### src/hdl/pio_consts.svh
/*
  Register offsets, field positions and reset values of the port block.
  Assumes an 8-bit register port with byte addresses.
*/
`ifndef PIO_CONSTS_SVH
`define PIO_CONSTS_SVH

`define PIO_ADDR_PORT0      8'hC0
`define PIO_ADDR_DIR0       8'hC1
`define PIO_ADDR_PORT1      8'hC2
`define PIO_ADDR_DIR1       8'hC3
`define PIO_ADDR_PORT3      8'hC6
`define PIO_ADDR_DIR3       8'hC7
`define PIO_ADDR_ALTSEL_A   8'hF8
`define PIO_ADDR_ALTSEL_B   8'hF9
`define PIO_ADDR_PU0        8'hFC
`define PIO_ADDR_PU1        8'hFD
`define PIO_ADDR_PU3        8'hFF
`define PIO_ADDR_OD0        8'hD0
`define PIO_ADDR_OD1        8'hD1
`define PIO_ADDR_OD3        8'hD3
`define PIO_ADDR_CONV_MODE  8'hEF
`define PIO_ADDR_SER_MODE   8'hE2
`define PIO_ADDR_UART_MODE  8'hE6

`define PIO_RST_BYTE        8'h00
`define PIO_MASK5           8'h1F
`define PIO_P3_OD_MASK      8'h1E
`define PIO_P3_PU_MASK      8'h3E

// Alternate select A fields
`define PIO_SA_EXT_IRQ_ZERO         0
`define PIO_SA_EXT_IRQ_ONE         1
`define PIO_SA_EXT_IRQ_TWO         2
`define PIO_SA_EXT_IRQ_THREE         3
`define PIO_SA_EC0          4
`define PIO_SA_EC1          5
`define PIO_SA_PWM1         6
`define PIO_SA_PWM3         7
// Alternate select B fields
`define PIO_SB_T0           0
`define PIO_SB_T2           1
`define PIO_SB_BUZ          2
`define PIO_SB_AREF         3
// Converter mode fields
`define PIO_CM_EN           7
`define PIO_CM_CH_LSB       2
// Serial and uart mode enable bits
`define PIO_SM_EN           0
`define PIO_UM_EN           0

`endif

### src/hdl/pio_pkg.sv
/*
  Types of the port block.
  Assumes pio_consts.svh for the numbers.
*/
package pio_pkg;

  typedef struct packed {
    logic [7:0] port0;
    logic [7:0] dir0;
    logic [4:0] port1;
    logic [4:0] dir1;
    logic [5:0] port3;
    logic [5:0] dir3;
    logic [7:0] sel_a;
    logic [3:0] sel_b;
    logic [7:0] pu0;
    logic [4:0] pu1;
    logic [5:0] pu3;
    logic [7:0] od0;
    logic [4:0] od1;
    logic [5:0] od3;
    logic [7:0] conv_mode;
    logic [7:0] ser_mode;
    logic [7:0] uart_mode;
    logic [7:0] rdata;
    logic [7:0] in0_m;
    logic [7:0] in0;
    logic [4:0] in1_m;
    logic [4:0] in1;
    logic [5:0] in3_m;
    logic [5:0] in3;
  } pio_state_t;

endpackage

### src/hdl/pio_port.sv
/*
  Three-port general purpose I/O block with alternate-function steering:
  port zero 8 bits, port one 5 bits, port three bits 1..5.
  Assumes an external pad ring that resolves pin level from out/oe and
  applies the pull-up request; peripherals sit on the same clock.
*/
// Design decision made here: strobed register access.
// Behaviour
// RULE_01 - Port zero is 8-bit bidirectional, data at C0, direction at C1.
// RULE_02 - Each port zero pin has its own direction bit.
// RULE_03 - Direction one means output, zero means input.
// RULE_04 - All pins are inputs after reset.
// RULE_05 - Port zero input pins get pull-ups per bit from its select.
// RULE_06 - Port zero open-drain bit removes active high drive.
// RULE_07 - Select registers at F8 and F9 pick timer, counter, irq functions.
// RULE_08 - Selected alternate function on port zero overrides direction.
// RULE_09 - Port zero map: irq3/serial clock, irq2, counter inputs, timers.
// RULE_10 - Converter, serial and uart functions follow their mode registers.
// RULE_11 - Port one is 5-bit bidirectional, data at C2, direction at C3.
// RULE_12 - Port one has per-bit pull-up and open-drain selects.
// RULE_13 - Selected alternate function on port one overrides direction.
// RULE_14 - Port one map: analog 0/reference/pwm1, irq0/pwm3, irq1/buzzer.
// RULE_15 - Port three is 5-bit, data at C6, direction at C7.
// RULE_16 - Port three bit five is input only and never drives.
// RULE_17 - Port three pull-ups on bits 1..5, open-drain on bits 1..4.
// RULE_18 - Port three bits 1, 2 are analog inputs 14, 15 when selected.
// RULE_19 - Port three bits 3..5 are general I/O only by configuration option.
// RULE_20 - Data reads give pin levels for inputs, latches for outputs.
`timescale 1ns/10ps
`default_nettype none
`include "pio_consts.svh"

module pio_port (
  input  wire logic       clk,
  input  wire logic       reset_n,
  input  wire logic [7:0] reg_addr,
  input  wire logic [7:0] reg_wdata,
  input  wire logic       reg_wr,
  input  wire logic       reg_rd,
  output logic      [7:0] reg_rdata,
  input  wire logic       gpio_opt_p3_hi,
  input  wire logic [7:0] p0_in,
  output logic      [7:0] p0_out,
  output logic      [7:0] p0_oe,
  output logic      [7:0] p0_pullup,
  output logic      [7:0] p0_analog,
  input  wire logic [4:0] p1_in,
  output logic      [4:0] p1_out,
  output logic      [4:0] p1_oe,
  output logic      [4:0] p1_pullup,
  output logic      [4:0] p1_analog,
  input  wire logic [5:1] p3_in,
  output logic      [5:1] p3_out,
  output logic      [5:1] p3_oe,
  output logic      [5:1] p3_pullup,
  output logic      [5:1] p3_analog,
  input  wire logic       timer_zero_out,
  input  wire logic       timer_two_out,
  input  wire logic       pwm_one_out,
  input  wire logic       pwm_three_out,
  input  wire logic       buzzer_out,
  input  wire logic       serial_data_out,
  input  wire logic       serial_clk_out,
  input  wire logic       serial_clk_master,
  input  wire logic       uart_data_out,
  output logic            ext_irq_zero,
  output logic            ext_irq_one,
  output logic            ext_irq_two,
  output logic            ext_irq_three,
  output logic            event_count_in_zero,
  output logic            event_count_in_one,
  output logic            serial_clk_in,
  output logic            serial_data_in,
  output logic            uart_data_in,
  output logic            uart_clk_in,
  output logic            analog_reference_in
);

  pio_pkg::pio_state_t s_q;
  pio_pkg::pio_state_t s_d;

  logic [7:0] alt_en0;
  logic [7:0] alt_oe0;
  logic [7:0] alt_out0;
  logic [4:0] alt_en1;
  logic [4:0] alt_oe1;
  logic [4:0] alt_out1;
  logic [5:1] alt_en3;
  logic       conv_on;
  logic       ser_on;
  logic       uart_on;
  logic [3:0] conv_ch;
  logic [5:1] p3_gpio;

  // Pin drivers: open drain drops the high drive by gating enable.
  function automatic logic drv_oe(input logic oe, input logic od,
                                  input logic val);
    drv_oe = oe & ~(od & val);
  endfunction

  // Read value: latch for output pins, synchronised pin for inputs.
  function automatic logic [7:0] mix_rd(input logic [7:0] dir,
                                        input logic [7:0] lat,
                                        input logic [7:0] pin);
    mix_rd = (dir & lat) | (~dir & pin);
  endfunction

  assign conv_on = s_q.conv_mode[`PIO_CM_EN];
  assign conv_ch = s_q.conv_mode[`PIO_CM_CH_LSB +: 4];
  assign ser_on  = s_q.ser_mode[`PIO_SM_EN];
  assign uart_on = s_q.uart_mode[`PIO_UM_EN];

  // Alternate steering of port zero
  always_comb begin
    alt_en0  = 8'h00;
    alt_oe0  = 8'h00;
    alt_out0 = 8'h00;
    alt_en0[0] = s_q.sel_a[`PIO_SA_EXT_IRQ_THREE] | ser_on; // RULE_09
    alt_oe0[0] = ser_on & serial_clk_master;
    alt_out0[0] = serial_clk_out;
    alt_en0[1] = ser_on; // RULE_10
    alt_en0[2] = ser_on;
    alt_oe0[2] = ser_on;
    alt_out0[2] = serial_data_out;
    alt_en0[3] = s_q.sel_a[`PIO_SA_EXT_IRQ_TWO]; // RULE_07
    alt_en0[4] = s_q.sel_a[`PIO_SA_EC0] | uart_on;
    alt_en0[5] = s_q.sel_b[`PIO_SB_T0] | uart_on; // RULE_09
    alt_oe0[5] = alt_en0[5];
    alt_out0[5] = s_q.sel_b[`PIO_SB_T0] ? timer_zero_out : uart_data_out;
    alt_en0[6] = s_q.sel_b[`PIO_SB_T2] | uart_on;
    alt_oe0[6] = s_q.sel_b[`PIO_SB_T2];
    alt_out0[6] = timer_two_out;
    alt_en0[7] = s_q.sel_a[`PIO_SA_EC1];
  end

  // Alternate steering of port one
  always_comb begin
    alt_en1  = 5'h00;
    alt_oe1  = 5'h00;
    alt_out1 = 5'h00;
    alt_en1[0] = s_q.sel_a[`PIO_SA_PWM1] | s_q.sel_b[`PIO_SB_AREF]; // RULE_14
    alt_oe1[0] = s_q.sel_a[`PIO_SA_PWM1] & ~s_q.sel_b[`PIO_SB_AREF];
    alt_out1[0] = pwm_one_out;
    alt_en1[1] = s_q.sel_a[`PIO_SA_EXT_IRQ_ZERO] | s_q.sel_a[`PIO_SA_PWM3];
    alt_oe1[1] = s_q.sel_a[`PIO_SA_PWM3];
    alt_out1[1] = pwm_three_out;
    alt_en1[2] = s_q.sel_a[`PIO_SA_EXT_IRQ_ONE] | s_q.sel_b[`PIO_SB_BUZ];
    alt_oe1[2] = s_q.sel_b[`PIO_SB_BUZ];
    alt_out1[2] = buzzer_out;
  end

  // Port three: bits 3..5 belong to oscillator and reset unless opted out.
  assign p3_gpio = {{3{gpio_opt_p3_hi}}, 2'b11}; // RULE_19
  assign alt_en3 = {3'b000,
                    conv_on & (conv_ch == 4'hF),
                    conv_on & (conv_ch == 4'hE)}; // RULE_18

  always_comb begin
    s_d = s_q;
    s_d.in0_m = p0_in;
    s_d.in0   = s_q.in0_m;
    s_d.in1_m = p1_in;
    s_d.in1   = s_q.in1_m;
    s_d.in3_m = {p3_in, 1'b0};
    s_d.in3   = s_q.in3_m;
    if (reg_wr) begin
      case (reg_addr)
        `PIO_ADDR_PORT0:     s_d.port0 = reg_wdata; // RULE_01
        `PIO_ADDR_DIR0:      s_d.dir0 = reg_wdata; // RULE_02
        `PIO_ADDR_PORT1:     s_d.port1 = reg_wdata[4:0]; // RULE_11
        `PIO_ADDR_DIR1:      s_d.dir1 = reg_wdata[4:0];
        `PIO_ADDR_PORT3:     s_d.port3 = reg_wdata[5:0]; // RULE_15
        // Bit five stays an input whatever software writes
        `PIO_ADDR_DIR3:      s_d.dir3 = 6'(reg_wdata & `PIO_P3_OD_MASK);
        `PIO_ADDR_ALTSEL_A:  s_d.sel_a = reg_wdata; // RULE_07
        `PIO_ADDR_ALTSEL_B:  s_d.sel_b = reg_wdata[3:0];
        `PIO_ADDR_PU0:       s_d.pu0 = reg_wdata;
        `PIO_ADDR_PU1:       s_d.pu1 = reg_wdata[4:0];
        `PIO_ADDR_PU3:       s_d.pu3 = 6'(reg_wdata & `PIO_P3_PU_MASK);
        `PIO_ADDR_OD0:       s_d.od0 = reg_wdata;
        `PIO_ADDR_OD1:       s_d.od1 = reg_wdata[4:0];
        `PIO_ADDR_OD3:       s_d.od3 = 6'(reg_wdata & `PIO_P3_OD_MASK);
        `PIO_ADDR_CONV_MODE: s_d.conv_mode = reg_wdata;
        `PIO_ADDR_SER_MODE:  s_d.ser_mode = reg_wdata;
        `PIO_ADDR_UART_MODE: s_d.uart_mode = reg_wdata;
        default: ;
      endcase
    end
    s_d.rdata = 8'h00;
    if (reg_rd) begin
      case (reg_addr)
        `PIO_ADDR_PORT0:
          s_d.rdata = mix_rd(s_q.dir0, s_q.port0, s_q.in0); // RULE_20
        `PIO_ADDR_DIR0:      s_d.rdata = s_q.dir0;
        `PIO_ADDR_PORT1:
          s_d.rdata = mix_rd({3'b000, s_q.dir1}, {3'b000, s_q.port1},
                             {3'b000, s_q.in1}); // RULE_20
        `PIO_ADDR_DIR1:      s_d.rdata = {3'b000, s_q.dir1};
        `PIO_ADDR_PORT3:
          s_d.rdata = mix_rd({2'b00, s_q.dir3}, {2'b00, s_q.port3},
                             {2'b00, s_q.in3}) & `PIO_P3_PU_MASK;
        `PIO_ADDR_DIR3:      s_d.rdata = {2'b00, s_q.dir3};
        `PIO_ADDR_ALTSEL_A:  s_d.rdata = s_q.sel_a;
        `PIO_ADDR_ALTSEL_B:  s_d.rdata = {4'h0, s_q.sel_b};
        `PIO_ADDR_PU0:       s_d.rdata = s_q.pu0;
        `PIO_ADDR_PU1:       s_d.rdata = {3'b000, s_q.pu1};
        `PIO_ADDR_PU3:       s_d.rdata = {2'b00, s_q.pu3};
        `PIO_ADDR_OD0:       s_d.rdata = s_q.od0;
        `PIO_ADDR_OD1:       s_d.rdata = {3'b000, s_q.od1};
        `PIO_ADDR_OD3:       s_d.rdata = {2'b00, s_q.od3};
        `PIO_ADDR_CONV_MODE: s_d.rdata = s_q.conv_mode;
        `PIO_ADDR_SER_MODE:  s_d.rdata = s_q.ser_mode;
        `PIO_ADDR_UART_MODE: s_d.rdata = s_q.uart_mode;
        default:             s_d.rdata = 8'h00;
      endcase
    end
  end

  // Direction and mode registers clear to input at reset.
  always_ff @(posedge clk or negedge reset_n) begin
    if (!reset_n) begin
      s_q <= '0; // RULE_04
    end else begin
      s_q <= s_d;
    end
  end

  assign reg_rdata = s_q.rdata;

  // Port zero pads
  always_comb begin
    logic [7:0] oe0;
    logic [7:0] v0;
    oe0 = 8'h00;
    v0  = 8'h00;
    for (int i = 0; i < 8; i++) begin
      oe0[i] = alt_en0[i] ? alt_oe0[i] : s_q.dir0[i]; // RULE_08
      v0[i]  = alt_en0[i] ? alt_out0[i] : s_q.port0[i]; // RULE_03
      p0_oe[i] = drv_oe(oe0[i], s_q.od0[i], v0[i]); // RULE_06
    end
    p0_out = v0;
    p0_pullup = s_q.pu0 & ~oe0; // RULE_05
    p0_analog = {7{conv_on}} == 7'h00 ? 8'h00 : {(conv_ch == 4'h7),
                (conv_ch == 4'h6), (conv_ch == 4'h5), (conv_ch == 4'h4),
                (conv_ch == 4'h3), (conv_ch == 4'h2), (conv_ch == 4'h1),
                1'b0}; // RULE_10
  end

  // Port one pads
  always_comb begin
    logic [4:0] oe1;
    logic [4:0] v1;
    oe1 = 5'h00;
    v1  = 5'h00;
    for (int i = 0; i < 5; i++) begin
      oe1[i] = alt_en1[i] ? alt_oe1[i] : s_q.dir1[i]; // RULE_13
      v1[i]  = alt_en1[i] ? alt_out1[i] : s_q.port1[i];
      p1_oe[i] = drv_oe(oe1[i], s_q.od1[i], v1[i]); // RULE_12
    end
    p1_out = v1;
    p1_pullup = s_q.pu1 & ~oe1; // RULE_12
    p1_analog = {4'h0, (conv_on & (conv_ch == 4'h0)) |
                 s_q.sel_b[`PIO_SB_AREF]}; // RULE_14
  end

  // Port three pads; bit five never drives.
  always_comb begin
    logic [5:1] oe3;
    oe3 = 5'h00;
    for (int i = 1; i < 6; i++) begin
      oe3[i] = s_q.dir3[i] & ~alt_en3[i] & p3_gpio[i] & (i != 5); // RULE_16
      p3_oe[i] = drv_oe(oe3[i], s_q.od3[i], s_q.port3[i]); // RULE_17
    end
    p3_out = s_q.port3[5:1];
    p3_pullup = s_q.pu3[5:1] & ~oe3 & p3_gpio; // RULE_17
    p3_analog = alt_en3; // RULE_18
  end

  // Alternate inputs come from the synchronised pins; analog_reference_in comes from the select B bit alone.
  assign ext_irq_three       = s_q.sel_a[`PIO_SA_EXT_IRQ_THREE] & s_q.in0[0];
  assign serial_clk_in       = ser_on & s_q.in0[0];
  assign serial_data_in      = ser_on & s_q.in0[1];
  assign ext_irq_two         = s_q.sel_a[`PIO_SA_EXT_IRQ_TWO] & s_q.in0[3];
  assign event_count_in_zero = s_q.sel_a[`PIO_SA_EC0] & s_q.in0[4];
  assign uart_data_in        = uart_on & s_q.in0[4];
  assign uart_clk_in         = uart_on & s_q.in0[6];
  assign event_count_in_one  = s_q.sel_a[`PIO_SA_EC1] & s_q.in0[7];
  assign ext_irq_zero        = s_q.sel_a[`PIO_SA_EXT_IRQ_ZERO] & s_q.in1[1];
  assign ext_irq_one         = s_q.sel_a[`PIO_SA_EXT_IRQ_ONE] & s_q.in1[2];
  assign analog_reference_in = s_q.sel_b[`PIO_SB_AREF];

endmodule

`default_nettype wire

### config.mk
export PLATFORM = sky130hd
export DESIGN_NAME = pio_port
export DESIGN_NICKNAME = d
export VERILOG_FILES = /design/src/hdl/pio_pkg.sv /design/src/hdl/pio_port.sv
export VERILOG_INCLUDE_DIRS = /design/src /design/src/hdl
export SDC_FILE = /design/constraint.sdc
export NUM_CORES = 1
export LEC_CHECK = 0
export BUFFER_PORTS_ARGS = -buffer_cell sky130_fd_sc_hd__clkbuf_2
export CORE_MARGIN = 5
export CORE_UTILIZATION = 45
export CTS_CLUSTER_DIAMETER = 100
export DETAILED_ROUTE_END_ITERATION = 8
export GPL_TIMING_DRIVEN = 0
export PLACE_DENSITY = 0.72
export SETUP_SLACK_MARGIN = 0.2
export SYNTH_ARGS = -nofsm -noshare
export SYNTH_HDL_FRONTEND = slang
export SYNTH_SLANG_ARGS = --single-unit
### constraint.sdc
create_clock -name clk -period 2.7 [get_ports clk]
set_input_delay 0.675 -clock clk [delete_from_list [all_inputs] [get_ports clk]]
set_output_delay 0.675 -clock clk [all_outputs]
set_load 0.02 [all_outputs]
==> flow_summary.ini, run 1 <==
[sta]
tightest_slew_ps = 795
rsz0062_at_grt = true
maxSlewHeadroom_pct = 46.8
fin_tns_setup_ps = 0
min_period_ps = 2500
setup_viol = 0
hold_ws_ps = 242
fmax_mhz = 400
fin_worst_skew_ps = 10.1
hold_violations = 0
finalMaxSlewViolations = 0
fin_crit_sh_pct = 92.7

[setup_path]
r2r_setup_slack_ps = 1110
crit_path_max_fanout = 10
reg2reg_depth = 4
path_class = in -> reg
endpoint_kind = flop
cp_data_required_time_ps = 2990
crit_arrival_ps = 2790
worst_setup_path_start_kind = primary input

[clocking]
clk_latency_ps = 430
clockBufferDepth = 2
cts_num_sinks = 150
cts_hold_buf = 0
cts-root-buf = clkbuf_16
clkTransAtPathRegs_ps = 60
ctsHtreeMaxLevel = 4
cts_made_buffers = 17
cts_tree = yes

[finish]
final_nets = 816
drive_above_1_share_pct = 44.0
areaGrowthSynthToFinish_pct = 22.1
num_antenna_cells = 0
final_common_cell = dfrtp_1
final_cell_mix = dfrtp_1 (149), clkbuf_2 (122), mux2_2 (108)

[synth]
syn_area_sq_um = 7410
synth_seq_cells = 150
synth_ff_type = dfrtp_1
synth-edff-count = 0
syn_inst = 613
async_flop_share_pct = 100
ys_seq_area_share_pct = 50.7
yosys_warnings = 0
syn_area_per_cell_sq_um = 12.1
yosysUniqueCellTypes = 67

[power]
max-vdd-ir-drop_mv = 0.437
pwr-share-clk_pct = 45.5
p_sw_mw = 1.42
p_int_mw = 4.12
p_per_area_nw_per_um2 = 612
p_leak_nw = 4.37
p_sw_share_pct = 25.7
pwr-share-comb_pct = 10.4
seq_power_share_pct = 44.1

[die]
die_width_microns = 138
start_util_pct = 45.3
dieHeight_microns = 138
die-area_sq_um = 19100
fp.coreArea_sq_um = 16300
io_pins = 139
rows = 47

[job]
maxCapViolCount = 0

[status]
status = complete, no violations

[drt]
dr.first_iter.drc_count = 543
drt_first_pass_iters = 5
drcViolationCount = 0
dr_total_vias = 5757
avgViaCountPerCell = 5.75
routedWlPerCell_microns = 22.8
wirelength_mm = 22.8
drtAntennaViolNets = 0

[placement]
place.gp.congestion = 0.934
io_buffers = 124
dpl.hpwl_mm = 16.7

[grt]
grt_overflow = 0
grt_use_total_pct = 24.1
antenna_found_initial = 0
grt_pass1_vias = 6003
grt_max_degree = 86
grt_pass1_wl_mm = 35.5

[min_path]
hold_class = in -> async
==> sequential cells by signal (all words and copies together), names as in the netlist <==
signal and count:
s_q 105, s_d 18, reg_rdata 8, p3_out 5
conv_ch 4, alt_en0 3, alt_oe1 2, p1_out 2
alt_oe0 1, analog_reference_in 1, conv_on 1
==> metal layers <==
metal	vias up	routed length, microns	global-route usage, %	part of all wire [%]
met5	-	0	0	0
met4	0	788	11.0	3.5
met3	55	1490	6.35	6.5
met2	245	10600	37.1	47
met1	2916	9880	32.0	43
li1	2541	-	-	-
==> repair_timing <==
item	in CTS	in global routing
pin swaps	0	1
setup endpoints to repair	6	12
gates resized for setup	7	7
buffers inserted	0	3
gates cloned	0	0
==> final cells by class <==
class,count,area (sq um)
plain buffers,51,339
clock buffers,20,467
clock inverters,12,165
fillers,1434,7300
inverters,5,18.8
multi-input cells,415,3350
flip-flops and latches,150,3750
well taps,220,275
repair buffers,128,682
==> power groups by stage <==
stage	clock network, mW	registers [mW]	logic [mW]
global route	2.66	2.45	0.623
global placement	0	2.48	0.556
floorplan	0	2.44	0.346
detailed placement	0	2.48	0.568
finish	2.52	2.44	0.578
CTS	2.56	2.44	0.573
==> critical path: stages <==
cell,delay [ps]
clkbuf_2,140
buf_4,230
nor4b_4,750
nand2_2,250
nor3_1,260
a211oi_1,80
a41oi_1,390
==> synth_stat cells, types with 3 or more instances <==
library cell  number  area (sq um)
a41oi_1            3          26.3
a21boi_0           3          22.5
dfrtp_1          150          3750
a211oi_1           5          37.5
nand2b_1           8          50.1
and3b_1            3          26.3
mux2i_1           24           240
a22oi_1            9          67.6
or4_1              3          22.5
inv_1              5          18.8
a221oi_1           9          78.8
nand3b_1           5          37.5
buf_4             31           233
nand2_1           25          93.8
nor3_1            12          60.1
a21oi_1           23           115
and2_1            26           163
nor4_1             6          37.5
mux2_1            10           113
a31oi_1            8          50.1
clkbuf_1          10          37.5
nor3_2             5          50.1
nor3b_1            6          45.0
o21ai_0           12          60.1
nand2_2            5          31.3
nor2_1            26          97.6
buf_2              6          30.0
mux2_2           108          1220
nor2b_1            7          43.8
o22ai_1            4          25.0
nand3_1            9          45.0
==> logic make-up (layout without fill, tap and decap cells) <==
group	count (synthesis)	after routing	share of synthesized area (%)
simple gates	172	172	14.6
flops	150	150	50.7
mux	142	142	21.2
compound gates	92	92	8.77
buf+inv	56	216	4.71
other cells	1	9	0.0506
==> through the flow <==
| step | std cells | area [sq um] | util, % | power (mW) | worst slack [ps] |
|---|---|---|---|---|---|
| final | 1001 | 9050 | 55.3 | 5.54 | 198 |
| after detailed placement | 966 | 8370 | 51.2 | 3.05 | -175 |
| after global routing | 1001 | 9050 | 55.3 | 5.74 | 169 |
| after CTS | 998 | 9010 | 55.1 | 5.57 | 170 |
| after floorplan | 621 | 7440 | - | 2.79 | 455 |
| after global placement | 965 | 8330 | 51.0 | 3.04 | -1600 |
==> path summary, 6_finish.rpt <==
kind,from,to
min,reset_n,s_q[157]
max,reg_addr[0],reg_rdata[1]
max reg2reg,s_q[121],reg_rdata[1]
min in group clk,p0_in[2],s_d[24]
min reg2reg,s_d[16],s_q[16]
max in group asynchronous,reset_n,analog_reference_in
Power figures use the tool's default switching activity.
==> run 2, diff against run 1 <==
--- a/config.mk
+++ b/config.mk
@@ -6,7 +6,7 @@
 export SDC_FILE = /design/constraint.sdc
 export NUM_CORES = 1
 export LEC_CHECK = 0
-export BUFFER_PORTS_ARGS = -buffer_cell sky130_fd_sc_hd__clkbuf_2
+export BUFFER_PORTS_ARGS = -buffer_cell sky130_fd_sc_hd__buf_2
 export CORE_MARGIN = 5
 export CORE_UTILIZATION = 45
 export CTS_CLUSTER_DIAMETER = 100
==> run 2 against run 1 <==
Compared with the run above:
- first-iteration DRC count fell by 10%
- setup slack improved by 57 ps
- cell count fell by 0.30%
- combinational power fell by 1%
- power fell by 2.0%
- critical path depth fell by 2
- clock skew rose by 0.53 ps
- count of clock-buffer cells in the layout rose by 3
- via count did not move
- clock power fell by 4%
- die area did not move
- global-route usage fell by 0.30 points
==> flow_summary.ini, run 2 (synthesis gave the netlist of run 1 again) <==
[drt]
drt_first_pass_iters = 5
wirelength_mm = 22.7
avgViaCountPerCell = 5.77
drcViolationCount = 0
dr.first_iter.drc_count = 488
routedWlPerCell_microns = 22.8
dr_total_vias = 5757
drtAntennaViolNets = 0

[sta]
hold_violations = 0
rsz0062_at_grt = false
fin_worst_skew_ps = 10.6
maxSlewHeadroom_pct = 46.3
fin_crit_sh_pct = 90.6
hold_ws_ps = 217
setup_viol = 0
fmax_mhz = 409
tightest_slew_ps = 802
finalMaxSlewViolations = 0
min_period_ps = 2440

[clocking]
cts_made_buffers = 17
cts_hold_buf = 0
cts_num_sinks = 150
ctsHtreeMaxLevel = 4
cts-root-buf = clkbuf_16
clk_latency_ps = 430
clockBufferDepth = 2
cts_tree = yes
clkTransAtPathRegs_ps = 60

[finish]
stdcell_count = 998
drive_above_1_share_pct = 43.3
fill_cells = 1433
num_antenna_cells = 0
largest_reg_flops = 105
final_cell_mix = dfrtp_1 (149), buf_2 (127), mux2_2 (108)
post-route-util_pct = 55.0
top_register = s_q
final_nets = 814
final_common_cell = dfrtp_1
areaGrowthSynthToFinish_pct = 21.4

[placement]
placed_cells = 966
io_buffers = 124
place.gp.congestion = 0.969
dpl.hpwl_mm = 16.7

[die]
dieHeight_microns = 138
fp.coreArea_sq_um = 16300
rows = 47
io_pins = 139
die_width_microns = 138
start_util_pct = 45.3
die-area_sq_um = 19100

[setup_path]
crit_path_max_fanout = 9
endpoint_kind = primary output
crit_arrival_ps = 1770
path_class = reg -> out
cp_data_required_time_ps = 2030
worst_setup_path_start_kind = flop

[grt]
grt_pass1_wl_mm = 35.0
grt_pass1_vias = 5812
grt_use_total_pct = 23.8
grt_max_degree = 92
antenna_found_initial = 0
grt_overflow = 0

[job]
maxCapViolCount = 0

[power]
p_per_area_nw_per_um2 = 603
max-vdd-ir-drop_mv = 0.437
p_leak_nw = 4.41

[status]
status = complete, no violations

[min_path]
hold_class = in -> async
## run 2: layout make-up
cell class                      instances  area [sq um]  area share (%)
Clock buffer                           23           478            5.31
Timing Repair Buffer                  126           667            7.41
Inverter                                5          18.8           0.209
Sequential cell                       150          3750            41.7
Multi-Input combinational cell        415          3340            37.2
Buffer                                 51           339            3.77
Tap cell                              220           275            3.06
Clock inverter                          8           121            1.35
## run 2: final timing paths
check	from	endpoint	slack, ps	cells after the start
max	s_q[46]	p0_oe[6]	260	5
min	reset_n	s_q[157]	220	1
max reg2reg	s_q[96]	reg_rdata[1]	1060	5
min reg2reg	s_d[16]	s_q[16]	340	0
max in group asynchronous	reset_n	analog_reference_in	1610	2
min in group clk	s_d[16]	s_q[16]	340	0
## run 2: worst max-delay path, stage by stage, from the launching register on
cell	delay [ps]
dfrtp_1	360
clkbuf_4	200
nor2_1	120
mux2_2	350
a21oi_1	150
buf_4	160
## run 2: where the power goes
part	switching, mW	internal [mW]	total, mW
registers	0.0945	2.35	2.45
logic	0.346	0.225	0.571
clock network	0.891	1.52	2.41
## run 2: metrics by stage
step / TNS (ps) / instance area [sq um] / worst slack (ps) / power [mW]
6_report: 0 / 9000 / 255 / 5.43
5_1_grt: 0 / 9000 / 210 / 5.62
4_1_cts: 0 / 8980 / 181 / 5.45
3_5_place_dp: -2220 / 8370 / -258 / 3.05
3_3_place_gp: -180880 / 8330 / -1210 / 3.03
2_1_floorplan: 0 / 7440 / 455 / 2.79
## run 2: metal layers
metal	GRT usage, %	part of all wire, %
met1	32.1	43
met2	37.9	48
met3	5.52	6.8
met4	8.42	2.7
met5	0	0
## run 2: timing repair
item / in CTS / in global routing
buffers inserted: 1 / 0
endpoints found under the setup margin: 7 / 5
resized for setup: 5 / 9
pin swaps: 1 / 0
==> run 3, diff against run 2 <==
--- a/config.mk
+++ b/config.mk
@@ -10,6 +10,7 @@
 export CORE_MARGIN = 5
 export CORE_UTILIZATION = 45
 export CTS_CLUSTER_DIAMETER = 100
+export CTS_CLUSTER_SIZE = 14
 export DETAILED_ROUTE_END_ITERATION = 8
 export GPL_TIMING_DRIVEN = 0
 export PLACE_DENSITY = 0.72
==> constraint.sdc (replaced) <==
create_clock -name clk -period 2.67 [get_ports clk]
set_input_delay 0.6675 -clock clk [delete_from_list [all_inputs] [get_ports clk]]
set_output_delay 0.6675 -clock clk [all_outputs]
set_load 0.02 [all_outputs]
==> run 3 against run 2 <==
Compared with the run above:
- sequential share of layout area down 0.087 points
- wire length up 0.26%
- largest cell class unchanged
- via count up 0.21%
- register-to-register slack worse by 60 ps
- critical path depth unchanged
- power up 1.2%
- hold slack worse by 3.9 ps
- utilization up 0.11 points
- cell count up 0.20%
- critical endpoint unchanged
- clock skew about the same
- sequential cell count unchanged
==> flow_summary.ini, run 3 (synthesis gave the netlist of run 1 again) <==
[status]
status = complete, no violations

[sta]
fin_crit_sh_pct = 90.0
maxSlewHeadroom_pct = 45.5
hold_violations = 0
tightest_slew_ps = 815
fin_worst_skew_ps = 11.0
min_period_ps = 2400
setup_viol = 0
rsz0062_at_grt = false
finalMaxSlewViolations = 0
fmax_mhz = 416

[min_path]
hold_class = in -> async

[drt]
avgViaCountPerCell = 5.77
wirelength_mm = 22.8
drt_first_pass_iters = 5
drcViolationCount = 0
dr_total_vias = 5769
drtAntennaViolNets = 0
routedWlPerCell_microns = 22.8
dr.first_iter.drc_count = 602

[die]
die-area_sq_um = 19100
start_util_pct = 45.3
dieHeight_microns = 138
rows = 47
fp.coreArea_sq_um = 16300
die_width_microns = 138
io_pins = 139

[placement]
place.gp.congestion = 0.969
dpl.hpwl_mm = 16.7
placed_cells = 966
io_buffers = 124
placed_area_sq_um = 8370

[setup_path]
path_class = reg -> out
endpoint_kind = primary output
crit_arrival_ps = 1740
reg2reg_depth = 5
r2r_setup_slack_ps = 1000
worst_setup_path_start_kind = flop
timing.rr.end = reg_rdata[4]
crit_path_max_fanout = 9
cp_data_required_time_ps = 2000
reg2reg_from = s_q[124]

[finish]
final_cell_mix = dfrtp_1 (149), buf_2 (127), mux2_2 (108)
largest_reg_flops = 105
areaGrowthSynthToFinish_pct = 21.7
stdcell_count = 1000
top_register = s_q
drive_above_1_share_pct = 43.6
num_antenna_cells = 0
post-route-util_pct = 55.2
final_nets = 816
final_common_cell = dfrtp_1
fin_area_sq_um = 9020
fill_cells = 1429

[power]
p_int_mw = 4.14
pwr-share-clk_pct = 44.4
pwr-share-comb_pct = 10.6
p_sw_mw = 1.35
p_sw_share_pct = 24.5
p_per_area_nw_per_um2 = 609
p_leak_nw = 4.42
max-vdd-ir-drop_mv = 0.443
seq_power_share_pct = 45.0

[grt]
antenna_found_initial = 0
grt_max_degree = 92
grt_overflow = 0
grt_pass1_wl_mm = 35.0
grt_use_total_pct = 23.8
grt_pass1_vias = 5812

[clocking]
clockBufferDepth = 2
cts_made_buffers = 17
cts_hold_buf = 0
cts-root-buf = clkbuf_16
clkTransAtPathRegs_ps = 60
cts_num_sinks = 150
cts_tree = yes
ctsHtreeMaxLevel = 4
clk_latency_ps = 430

[job]
maxCapViolCount = 0
run 3: layer usage:
metal,track usage [%],share of wire (%),up-vias
li1,-,-,2531
met1,32.1,42,2897
met2,37.9,47,296
met3,5.52,7.5,45
met4,8.42,2.7,0
met5,0,0,-
run 3: repair_timing:
action	in CTS	in global routing
buffers inserted	1	2
pin swaps	1	0
endpoints found under the setup margin	15	7
gates resized for setup	5	11
run 3: area by class of cell:
cell class / instances / area [sq um] / share of cell area [%]
plain buffers: 51 / 339 / 3.76
clock buffers: 23 / 478 / 5.30
clock inverters: 8 / 121 / 1.35
inverters: 5 / 18.8 / 0.208
multi-input cells: 415 / 3350 / 37.1
flip-flops and latches: 150 / 3750 / 41.6
well taps: 220 / 275 / 3.05
repair buffers: 128 / 682 / 7.56
run 3: worst max-delay path: stages (launching register included):
cell and delay [ps]:
dfrtp_1 370, buf_4 190, nor2_1 110, mux2_2 350, a21oi_1 140, buf_4 160
run 3: how the worst max path moves through the flow:
stage                   from        to  slack, ps
2_1_floorplan  uart_data_out  p0_oe[5]        440
3_3_place_gp         reset_n    s_d[2]      -1230
3_5_place_dp     reg_addr[1]  s_q[152]       -280
4_1_cts           alt_en0[1]  p0_oe[0]        160
5_1_grt           alt_en0[1]  p0_oe[0]        220
6_report             s_q[46]  p0_oe[6]        270
run 3: stage by stage:
stage	hold WS, ps	setup TNS, ps	worst slack (ps)	power, mW
6_report	214	0	266	5.49
5_1_grt	254	0	216	5.69
4_1_cts	226	0	159	5.52
3_5_place_dp	335	-2570	-281	3.08
3_3_place_gp	331	-184600	-1230	3.07
2_1_floorplan	331	0	440	2.82
run 3: power groups by stage:
stage / Sequential, mW / Clock, mW / Combinational [mW]
after floorplan: 2.47 / 0 / 0.350
after global placement: 2.51 / 0 / 0.560
after detailed placement: 2.51 / 0 / 0.571
after CTS: 2.47 / 2.47 / 0.575
after global routing: 2.48 / 2.58 / 0.629
final: 2.47 / 2.44 / 0.581
